## src/rtl/rgsm_pkg.sv

```systemverilog
// rgsm_pkg: constants, codes and carriers of the general pin one block
// assumes: one 10 MHz clock, register requests from the device port logic
package rgsm_pkg;
  // ************************************************************
  // register map
  // ************************************************************
  localparam logic [7:0] ADDR_PIN_CFG = 8'h40;
  localparam logic [7:0] ADDR_TX_ADJ = 8'h70;
  localparam logic [7:0] RST_PIN_CFG = 8'h00;
  localparam logic [7:0] RST_TX_ADJ = 8'h7c;
  localparam logic [7:0] RDATA_UNMAPPED = 8'h00;
  // ************************************************************
  // field positions
  // ************************************************************
  localparam int BIT_DRV_TYPE = 7;
  localparam int BIT_TRIG_KIND = 6;
  localparam int BIT_DIR = 5;
  localparam int BIT_IN_LEVEL = 4;
  localparam int SEL_MSB = 3;
  localparam int SEL_LSB = 0;
  localparam int TERM_MSB = 7;
  localparam int TERM_LSB = 6;
  localparam int SLEW_MSB = 5;
  localparam int SLEW_LSB = 4;
  localparam int AMP_MSB = 3;
  localparam int AMP_LSB = 0;
  // ************************************************************
  // output source codes
  // ************************************************************
  typedef enum logic [3:0] {
    SRC_REMOTE_WAKE = 4'h0,
    SRC_LSFS_DISC = 4'h1,
    SRC_HS_UNSQUELCH = 4'h2,
    SRC_HS_DISC_SE1 = 4'h3,
    SRC_UNCONFIGURED = 4'h4,
    SRC_HOST_MODE = 4'h5,
    SRC_PERIPH_MODE = 4'h6,
    SRC_CONNECTED = 4'h7,
    SRC_BUS_RESET = 4'h8,
    SRC_L0 = 4'h9,
    SRC_L1 = 4'ha,
    SRC_L2 = 4'hb,
    SRC_HS_TEST = 4'hc,
    SRC_FORCE_HIGH = 4'hd,
    SRC_FORCE_LOW = 4'he,
    SRC_OVERVOLTAGE = 4'hf
  } rgsm_src_e;
  // ************************************************************
  // carriers
  // ************************************************************
  typedef struct packed {
    logic wr;
    logic rd;
    logic [7:0] addr;
    logic [7:0] wdata;
  } rgsm_reg_req_s;
  typedef struct packed {
    logic remote_wake;
    logic lsfs_disc;
    logic hs_unsquelch;
    logic hs_disc_se1;
    logic unconfigured;
    logic host_mode;
    logic periph_mode;
    logic connected;
    logic bus_reset;
    logic l0;
    logic l1;
    logic l2;
    logic hs_test;
    logic overvoltage;
  } rgsm_rpt_state_s;
endpackage

```

## src/rtl/rgsm_sync2.sv

```systemverilog
// rgsm_sync2: two-flop synchroniser for one level
// assumes: input is asynchronous to i_ref_clk
`timescale 1ns/1ns
`default_nettype none
module rgsm_sync2 (
  input wire logic i_ref_clk,
  input wire logic i_srst,
  input wire logic i_async,
  output logic o_sync
);
  logic meta_ff;
  logic sync_ff;
  always_ff @(posedge i_ref_clk) begin
    if (i_srst) begin
      meta_ff <= 1'b0;
      sync_ff <= 1'b0;
    end else begin
      meta_ff <= i_async;
      sync_ff <= meta_ff;
    end
  end
  assign o_sync = sync_ff;
endmodule // rgsm_sync2
`default_nettype wire

```

## src/rtl/rgsm_reg8.sv

```systemverilog
// rgsm_reg8: 8-bit register with load and reset value
// assumes: load and data come from logic on the same clock
`timescale 1ns/1ns
`default_nettype none
module rgsm_reg8 #(
  parameter logic [7:0] RST_VAL = 8'h00
) (
  input wire logic i_ref_clk,
  input wire logic i_srst,
  input wire logic i_ld,
  input wire logic [7:0] i_d,
  output logic [7:0] o_q
);
  logic [7:0] q_ff;
  always_ff @(posedge i_ref_clk) begin
    if (i_srst) begin
      q_ff <= RST_VAL;
    end else if (i_ld) begin
      q_ff <= i_d;
    end
  end
  assign o_q = q_ff;
endmodule // rgsm_reg8
`default_nettype wire

```

## src/rtl/rgsm_top.sv

```systemverilog
// rgsm_top: general pin one config, source mux and tx adjust register
// assumes: register requests from the device port on i_ref_clk,
// repeater state on i_ref_clk, pin level asynchronous
`timescale 1ns/1ns
`default_nettype none
module rgsm_top #(
  parameter int SEL_W = 4
) (
  input wire logic i_ref_clk,
  input wire logic i_srst,
  input wire rgsm_pkg::rgsm_reg_req_s i_reg_req,
  output logic [7:0] o_reg_rdata,
  output logic o_reg_rvalid,
  input wire rgsm_pkg::rgsm_rpt_state_s i_rpt_state,
  input wire logic i_otp_load,
  input wire logic [7:0] i_otp_tx_adjust,
  input wire logic i_pin_in,
  output logic o_pin_out,
  output logic o_pin_oe,
  output logic o_int_req,
  output logic [1:0] o_hs_termination_code,
  output logic [1:0] o_hs_tx_slew_code,
  output logic [3:0] o_hs_tx_amplitude_code
);
  // ************************************************************
  // parameter check
  // ************************************************************
  if (SEL_W != 4) begin : g_bad_sel_w
    $error("selector must be four bits wide");
  end

  // ************************************************************
  // pin input sampling
  // ************************************************************
  logic pin_level;
  logic pin_level_d_ff;
  rgsm_sync2 u_pin_sync (
    .i_ref_clk(i_ref_clk),
    .i_srst(i_srst),
    .i_async(i_pin_in),
    .o_sync(pin_level)
  );

  // ************************************************************
  // register decode
  // ************************************************************
  wire hit_cfg = i_reg_req.addr == rgsm_pkg::ADDR_PIN_CFG;
  wire hit_tx = i_reg_req.addr == rgsm_pkg::ADDR_TX_ADJ;
  wire wr_cfg = i_reg_req.wr && hit_cfg;
  // factory load wins over a software write
  // load on factory default or on a software write to the tx adjust register
  wire ld_tx = i_otp_load || (i_reg_req.wr && hit_tx);
  wire [7:0] tx_d = i_otp_load ? i_otp_tx_adjust : i_reg_req.wdata;

  logic [7:0] cfg_q;
  logic [7:0] tx_q;
  rgsm_reg8 #(
    .RST_VAL(rgsm_pkg::RST_PIN_CFG)
  ) u_cfg_reg (
    .i_ref_clk(i_ref_clk),
    .i_srst(i_srst),
    .i_ld(wr_cfg),
    .i_d(i_reg_req.wdata),
    .o_q(cfg_q)
  );
  rgsm_reg8 #(
    .RST_VAL(rgsm_pkg::RST_TX_ADJ)
  ) u_tx_reg (
    .i_ref_clk(i_ref_clk),
    .i_srst(i_srst),
    .i_ld(ld_tx),
    .i_d(tx_d),
    .o_q(tx_q)
  );

  // ************************************************************
  // config fields
  // ************************************************************
  wire drv_push_pull = cfg_q[rgsm_pkg::BIT_DRV_TYPE];
  wire trig_level = cfg_q[rgsm_pkg::BIT_TRIG_KIND];
  wire dir_out = cfg_q[rgsm_pkg::BIT_DIR];
  wire [3:0] src_sel = cfg_q[rgsm_pkg::SEL_MSB:rgsm_pkg::SEL_LSB];

  // ************************************************************
  // read path
  // ************************************************************
  // live level bit
  wire [7:0] cfg_rd = {cfg_q[rgsm_pkg::BIT_DRV_TYPE:rgsm_pkg::BIT_DIR],
    pin_level, cfg_q[rgsm_pkg::SEL_MSB:rgsm_pkg::SEL_LSB]};
  wire [7:0] nxt_rdata = hit_cfg ? cfg_rd :
    hit_tx ? tx_q : rgsm_pkg::RDATA_UNMAPPED;
  logic [7:0] rdata_ff;
  logic rvalid_ff;

  // ************************************************************
  // source mux
  // ************************************************************
  rgsm_pkg::rgsm_rpt_state_s st;
  assign st = i_rpt_state;
  logic src_val;
  always_comb begin
    case (rgsm_pkg::rgsm_src_e'(src_sel))
      rgsm_pkg::SRC_REMOTE_WAKE: src_val = st.remote_wake;
      rgsm_pkg::SRC_LSFS_DISC: src_val = st.lsfs_disc;
      rgsm_pkg::SRC_HS_UNSQUELCH: src_val = st.hs_unsquelch;
      rgsm_pkg::SRC_HS_DISC_SE1: src_val = st.hs_disc_se1;
      rgsm_pkg::SRC_UNCONFIGURED: src_val = st.unconfigured;
      rgsm_pkg::SRC_HOST_MODE: src_val = st.host_mode;
      rgsm_pkg::SRC_PERIPH_MODE: src_val = st.periph_mode;
      rgsm_pkg::SRC_CONNECTED: src_val = st.connected;
      rgsm_pkg::SRC_BUS_RESET: src_val = st.bus_reset && !st.l0;
      rgsm_pkg::SRC_L0: src_val = st.l0;
      rgsm_pkg::SRC_L1: src_val = st.l1;
      rgsm_pkg::SRC_L2: src_val = st.l2;
      rgsm_pkg::SRC_HS_TEST: src_val = st.hs_test;
      rgsm_pkg::SRC_FORCE_HIGH: src_val = 1'b1;
      rgsm_pkg::SRC_FORCE_LOW: src_val = 1'b0;
      rgsm_pkg::SRC_OVERVOLTAGE: src_val = st.overvoltage;
      default: src_val = 1'b0;
    endcase
  end

  // ************************************************************
  // pin driver
  // ************************************************************
  // open-drain drives low only
  wire drv_oe = drv_push_pull ? 1'b1 : !src_val;
  wire drv_out = drv_push_pull ? src_val : 1'b0;
  wire nxt_pin_oe = dir_out && drv_oe;
  wire nxt_pin_out = dir_out && drv_out;
  logic pin_oe_ff;
  logic pin_out_ff;

  // ************************************************************
  // interrupt request
  // ************************************************************
  // no edge until sync and delay flop hold the pin
  localparam int ARM_W = 3;
  logic [ARM_W-1:0] arm_ff;
  wire edge_armed = arm_ff[ARM_W-1];
  wire pin_edge = edge_armed && (pin_level ^ pin_level_d_ff);
  wire nxt_int = trig_level ? pin_level : pin_edge;
  logic int_ff;

  // ************************************************************
  // output flops
  // ************************************************************
  always_ff @(posedge i_ref_clk) begin
    if (i_srst) begin
      rdata_ff <= rgsm_pkg::RDATA_UNMAPPED;
      rvalid_ff <= 1'b0;
      pin_oe_ff <= 1'b0;
      pin_out_ff <= 1'b0;
      int_ff <= 1'b0;
      pin_level_d_ff <= 1'b0;
      arm_ff <= '0;
    end else begin
      rdata_ff <= i_reg_req.rd ? nxt_rdata : rdata_ff;
      rvalid_ff <= i_reg_req.rd;
      pin_oe_ff <= nxt_pin_oe;
      pin_out_ff <= nxt_pin_out;
      int_ff <= nxt_int;
      pin_level_d_ff <= pin_level;
      arm_ff <= {arm_ff[ARM_W-2:0], 1'b1};
    end
  end

  assign o_reg_rdata = rdata_ff;
  assign o_reg_rvalid = rvalid_ff;
  assign o_pin_oe = pin_oe_ff;
  assign o_pin_out = pin_out_ff;
  assign o_int_req = int_ff;
  assign o_hs_termination_code =
    tx_q[rgsm_pkg::TERM_MSB:rgsm_pkg::TERM_LSB];
  assign o_hs_tx_slew_code = tx_q[rgsm_pkg::SLEW_MSB:rgsm_pkg::SLEW_LSB];
  assign o_hs_tx_amplitude_code =
    tx_q[rgsm_pkg::AMP_MSB:rgsm_pkg::AMP_LSB];
endmodule // rgsm_top
`default_nettype wire

```

## config.mk

```make
export PLATFORM = sky130hd
export DESIGN_NAME = rgsm_top
export DESIGN_NICKNAME = d
export VERILOG_FILES = /design/src/rtl/rgsm_pkg.sv /design/src/rtl/rgsm_sync2.sv /design/src/rtl/rgsm_reg8.sv /design/src/rtl/rgsm_top.sv
export SDC_FILE = /design/constraint.sdc
export NUM_CORES = 1
export LEC_CHECK = 0
export ABC_AREA = 1
export BUFFER_PORTS_ARGS = -buffer_cell sky130_fd_sc_hd__buf_2
export CORE_ASPECT_RATIO = 0.75
export CORE_MARGIN = 5
export CORE_UTILIZATION = 30
export DETAILED_ROUTE_END_ITERATION = 7
export PLACE_DENSITY_LB_ADDON = 0.05
export SKIP_CTS_REPAIR_TIMING = 1
export SLEW_MARGIN = 20
export SYNTH_ARGS = -nofsm -noshare
export SYNTH_HDL_FRONTEND = slang
export SYNTH_SLANG_ARGS = --single-unit
```

## constraint.sdc

```tcl
create_clock -name i_ref_clk -period 1 [get_ports i_ref_clk]
set_input_delay 0.05 -clock i_ref_clk [delete_from_list [all_inputs] [get_ports i_ref_clk]]
set_output_delay 0.05 -clock i_ref_clk [all_outputs]
set_load 0.02 [all_outputs]
```

---- After elaboration in Yosys (flattened, before gate mapping) ----
Index checks and enable logic that the tools add are counted.
storage, ports and cells
  bits in registers ....................... 34
  latch bits .............................. 0
  bits in writable memories ............... 0
  bits in read-only memories .............. 0
  input bits .............................. 44
  output and inout bits ................... 20
  logic and storage cells ................. 48
  memories kept ........................... 0
operators by class
  $add $sub $neg .......................... 0
  multipliers ............................. 0
  divide/modulo/power cells ............... 0
  $lt $le $gt $ge ......................... 0
  eq/ne operators ......................... 17
  shifts and indexed selects .............. 0
  mux-type cells .......................... 8
  bitwise logic cells ..................... 1
  reductions and logical operators ........ 10
operators with widths
  operator                                             number
  equality test 4 bit, second input constant           8
  2-to-1 mux 8 bit                                     3
  equality test 4 x 3 -> 1 bit, second input constant  4
  equality test 8 x 7 -> 1 bit, second input constant  2
  case mux 1 bit (16 select lines)                     1
  equality test 4 x 2 -> 1 bit, second input constant  2
  logical AND 1 bit                                    6
  equality test 4 x 1 -> 1 bit, second input constant  1
  logical NOT 4 bit                                    1
  2-to-1 mux 1 bit                                     4
  logical NOT 1 bit                                    2
  logical OR 1 bit                                     1
  bitwise XOR 1 bit                                    1

---- Depth between registers and ports, before layout ----
  depth in word-level cells ............... 6
  depth in mapped cells ................... 12
  depth with buffers taken out ............ 11

---- By module ----
A second synthesis with hierarchy kept.
second synthesis, totals
  cell total of the unflattened synthesis .. 274
  area total of the unflattened synthesis .. 1690.4 um2
modules (own cells, without submodules)
  module                  instances  cells each  area each (um2)  seq. area each (um2)
  rgsm_top                1          176         991.0            320.3
  rgsm_reg8 at u_cfg_reg  1          51          341.6            160.2
  rgsm_reg8 at u_tx_reg   1          41          302.8            160.2
  rgsm_sync2              1          6           55.1             40.0

---- Worst setup path before layout ----
No wires, ideal clock.
  kind .................................... register -> register
  start ................................... register u_cfg_reg.q_ff[0], in the netlist u_cfg_reg.o_q[0]
  end ..................................... register pin_oe_ff, in the netlist o_pin_oe
  setup time .............................. 112 ps
  data arrival time ....................... 980 ps
  required time ........................... 888 ps
  setup slack ............................. -93 ps
  stages on the path, launching flop included .. 13
  buffers on the path ..................... 1
  clock period less this slack ............ 1093 ps
  cells stage by stage .................... dfxtp_1 clkbuf_2 nand2_1 inv_1 nand2_1 nand3_1 nand2_1 inv_1 nor2_1 nand2_1 nand2_1 nand2_1 nand2_1
between the ends
  word-level cells in the longest chain between the ends .. 5
  elaborated cells on any way between the ends .. 20
  classes of those cells .................. eq/ne (15); mux (2); reduce/logical (3)
RTL lines
  element                                      RTL line         text
  start, declared                              rgsm_reg8.sv:14  logic [7:0] q_ff;
  start signal, assigned                       rgsm_reg8.sv:19  q_ff <= i_d;
  equality test 4 bit (tied with other cells)  rgsm_top.sv:102  case (rgsm_pkg::rgsm_src_e'(src_sel))
  case mux 1 bit (16 select lines) (*)         rgsm_top.sv:102
  logical NOT 1 bit (*)                        rgsm_top.sv:127  wire drv_oe = drv_push_pull ? 1'b1 : !src_val;
  2-to-1 mux 1 bit (*)                         rgsm_top.sv:127
  logical AND 1 bit (*)                        rgsm_top.sv:129  wire nxt_pin_oe = dir_out && drv_oe;
  end signal, assigned                         rgsm_top.sv:160  pin_oe_ff <= nxt_pin_oe;
  end, declared                                rgsm_top.sv:131  logic pin_oe_ff;
Mark *: on every way between the ends. The rest lies on a longest branch, timed or not.
A chain may end at the register's enable or synchronous reset.

---- Worst setup path after layout ----
  start ................................... register u_cfg_reg.q_ff[1], in the netlist u_cfg_reg.o_q[1]
  end ..................................... register pin_oe_ff, in the netlist o_pin_oe
Same word-level chain as after synthesis.

==> out/results.txt <==
The type of the worst min-delay path was in -> reg. Yosys printed 0 warnings. The synthesized netlist net count is 267. The critical path required time is 1.23 ns. The core region is 4980 um^2. The number of endpoints failing setup at the final stage is 2, and the clock skew after layout is 0.00314 ns.

The run gives 370 as the number of placed instances, taps included. The worst setup path is captured at a flip-flop. Of all nets on the critical path, the largest fanout is 7. The final cycle utilization of the critical path is 111%, and the final count of hold timing violations is 1. For the total number of vias, the log shows 1,635. In the final timing run, aggregate negative setup slack is -0.215 ns.

The flow ran to the end, but the final reports show violations. Using the TritonRoute via totals, the vias-per-cell ratio works out to 4.31. For the total power, the log shows 0.00312 W. The buffer type at the clock tree root was clkbuf_8. The count of buffers added on input and output ports is 63. On the worst path, the slowest cell contributes a delay of 0.38 ns.

The detailed router finished its first iteration with 66 violations. In this run the core area contains 22 standard-cell rows. Synthesis handed over a netlist of 223 instances. The tools report the wire length reported by the detailed router as 4600 um. The tree built by TritonCTS fans out to 33 sinks.

At the pin with the least slew margin, the transition time is 0.301 ns. After synthesis the netlist holds a flip-flop and latch count of 33. Routability-driven placement finished with a final weighted congestion of 0.817.

The tools report the achievable frequency as 897 MHz. The initial core utilization was 31.4%; the number of buffers inserted during clock tree synthesis was 5. The maximum vdd ir drop came out at 0.000524 V. Walking the worst path, the cells encountered are nand2_2 > inv_2 > nand2_1 > nand3_2 > nand2_1 > inv_1 > nor2_1 > nand2_1 > nand2_1 > nand2_1 > nand2_1. The later pin in the worst-skew pair is clocked with a latency of 0.28 ns. Entering global routing, the biggest net connects 17 pins.

The count of nets left with antenna violations once routing finished came out at 0. Of the synthesized area, sequential elements account for 42.3%. The floorplan step set the die width to 93.3 um. Share of total power consumed by net switching: 24.5%. The setup path with the least slack is of type reg -> reg. The switching power is 0.000762 W. The repair_antennas step left the layout with diodes totalling 0.

The largest delay contributor family on the critical path was simple AND/OR/NAND/NOR gates. After global routing the overflow that remains totals 0. In this run the cell area of the synthesized design comes to 1560 um^2. The final reports fail on hold timing, setup timing. The boundary pin count is 64, and the arrival time of data at the critical path endpoint is 1.35 ns.

Counting distinct cell types in the post-synthesis netlist gives 30. The logic gate share of total power came out at 13.1%. In the routed design, unresolved DRC markers number 0.

Relative slew slack: 79.9%. In this run the cell area measured after placement is 2120 um^2. The H-tree was split into 2 levels.

The clock edge transition at the registers on the reported setup and hold paths was 0.07 ns; the minimum period implied by the final worst setup slack was 1.11 ns. Across the run, the number of max-cap violations was 0. The analysis attributes to cell leakage a power of 1.18 nW. The pre-antenna-repair detailed-routing pass consisted of 4 iterations. The number of antenna violations at the first check in global routing was 0; the average cell area after synthesis was 7.01 um^2. Leaving out filler cells and counting taps, the final layout contains 379.

Measured along the y axis, the die boundary spans 72.5 um. Setup repair after global routing could not meet its margin everywhere. Of the total power, registers draw 44.7%. Across every metal layer, demand over resource in global routing totals 14.6%.

The relative area change from synthesis to final layout was 45.6%. The kind of launch point of the worst setup path is a flip-flop. Cell area after layout: 2270 um^2.

The first global-routing pass estimated 7570 um of wire. Of the total power, the clock network draws 42.3%. Among all stages on the critical path, the largest delay is contributed by dfxtp_4. TritonCTS built the clock tree. In this design, the critical path's most frequently occurring cell is nand2_1. Dividing total power by cell area gives a power density of 1370 nW/um^2. The count of buffer and inverter cells on the critical path is 2, and the max-slew violation total from the final report is 0. The run gives -0.00748 ns as the worst hold slack. The final routed wire length divided by cell count was 12.1 um; the maximum buffer depth of the clock tree was 2. The final HPWL from detailed placement is 3560 um, and the total die area is 6770 um^2.

Of the cells placed in the final design, the portion with a size suffix greater than 1 is 37.5%. The tools report the smallest setup slack after layout as -0.115 ns. At the end of the flow, the number of nets in the layout was 350. The internal portion of the total power is 0.00235 W. The via count of the first global-routing pass came out at 1,611.
-- worst reg2reg max path: cells and delay by family (launching register included) --
family / cells / cell delay [ns]
buf+inv: 2 / 0.07
flops: 1 / 0.38
simple gates: 9 / 0.61
-- cell type report --
| type | instances | area (um^2) |
|---|---|---|
| Inverter | 37 | 146 |
| Clock inverter | 1 | 30.0 |
| Timing Repair Buffer | 83 | 505 |
| Fill cell | 537 | 2710 |
| Clock buffer | 7 | 86.3 |
| Multi-Input combinational cell | 146 | 748 |
| Tap cell | 72 | 90.1 |
| Sequential cell | 33 | 668 |
-- per-stage QoR --
step	worst slack (ns)	hold slack, ns	util, %
global placement	-0.222	0.252	42.6
global route	-0.198	0.00255	45.7
CTS	-0.265	-0.0478	45.0
detailed placement	-0.243	0.257	42.6
floorplan	-0.0593	0.157	-
finish	-0.115	-0.00748	45.7
-- worst paths after layout --
kind | from | end | slack [ns] | cells past startpoint
setup / recovery | u_cfg_reg.o_q[1]$_SDFFE_PP0P_ | o_pin_oe$_SDFF_PP0_ | -0.11 | 11
hold / removal | i_otp_tx_adjust[5] | u_tx_reg.o_q[5]$_SDFFE_PP1P_ | -0.007 | 3
setup reg to reg | u_cfg_reg.o_q[1]$_SDFFE_PP0P_ | o_pin_oe$_SDFF_PP0_ | -0.11 | 11
hold reg to reg | arm_ff[0]$_DFF_P_ | arm_ff[1]$_SDFF_PP0_ | 0.41 | 2
-- metal layers --
layer | vias to the layer above | routed length, um | global-route usage (%)
li1 | 875 | - | -
met1 | 700 | 2370 | 20.8
met2 | 55 | 1850 | 21.1
met3 | 5 | 324 | 4.25
met4 | 0 | 51 | 4.88
met5 | - | 0 | 0
-- sequential cells by signal, summed over array words and instances (netlist names) --
| name | cells |
|---|---|
| o_reg_rdata | 8 |
| u_tx_reg.o_q | 8 |
| u_cfg_reg.o_q | 7 |
| arm_ff | 3 |
| o_int_req | 1 |
| o_pin_oe | 1 |
| o_pin_out | 1 |
| o_reg_rvalid | 1 |
| pin_level_d_ff | 1 |
| u_pin_sync.meta_ff | 1 |
| u_pin_sync.o_sync | 1 |
-- power groups by stage --
stage                     Clock, W  Combinational, W  Sequential, W
after floorplan                  0          0.000150        0.00147
after global placement           0          0.000407        0.00143
after detailed placement         0          0.000408        0.00143
after CTS                  0.00136          0.000409        0.00140
after global routing       0.00140          0.000458        0.00140
final                      0.00132          0.000407        0.00139
-- cell families (layout without fill, tap and decap cells) --
logic type             after synthesis  count (layout)  synth area share [%]
AND/OR/NAND/NOR                    113             113                  33.0
buffers and inverters               44             128                  11.4
flip-flops                          33              33                  42.3
AO/OA/AOI/OAI                       32              32                  12.6
multiplexers                         1               1                 0.721
-- cells in the mapped netlist (all sizes together) --
library cell  number  area share (%)
nand2             57              15
inv               36             8.8
dfxtp             33              42
nand3             27             9.0
nor2              25             6.6
a21oi             13             4.4
o21ai              9             3.1
o211ai             7             3.4
clkbuf             4             1.0
buf                3             1.4
nand4              2            0.80
o21bai             2             1.2
a211oi             1            0.48
clkinv             1            0.24
mux2               1            0.72
nand3b             1            0.48
nor3               1            0.64
-- layout by cell type (no fill, tap or decap), drive strengths merged --
| master | instances |
|---|---|
| nand2 | 57 |
| bufinv | 1 |
| buf | 82 |
| dfxtp | 33 |
| dlygate4sd3 | 1 |
| nand3b | 1 |
| nand3 | 27 |
| nand4 | 2 |
| a21oi | 13 |
| nor2 | 25 |
| a211oi | 1 |
| o21bai | 2 |
| clkinv | 1 |
| nor3 | 1 |
| mux2 | 1 |
| o211ai | 7 |
| o21ai | 9 |
| clkbuf | 7 |
| inv | 36 |
No activity file was read; power rests on OpenSTA's default activity.
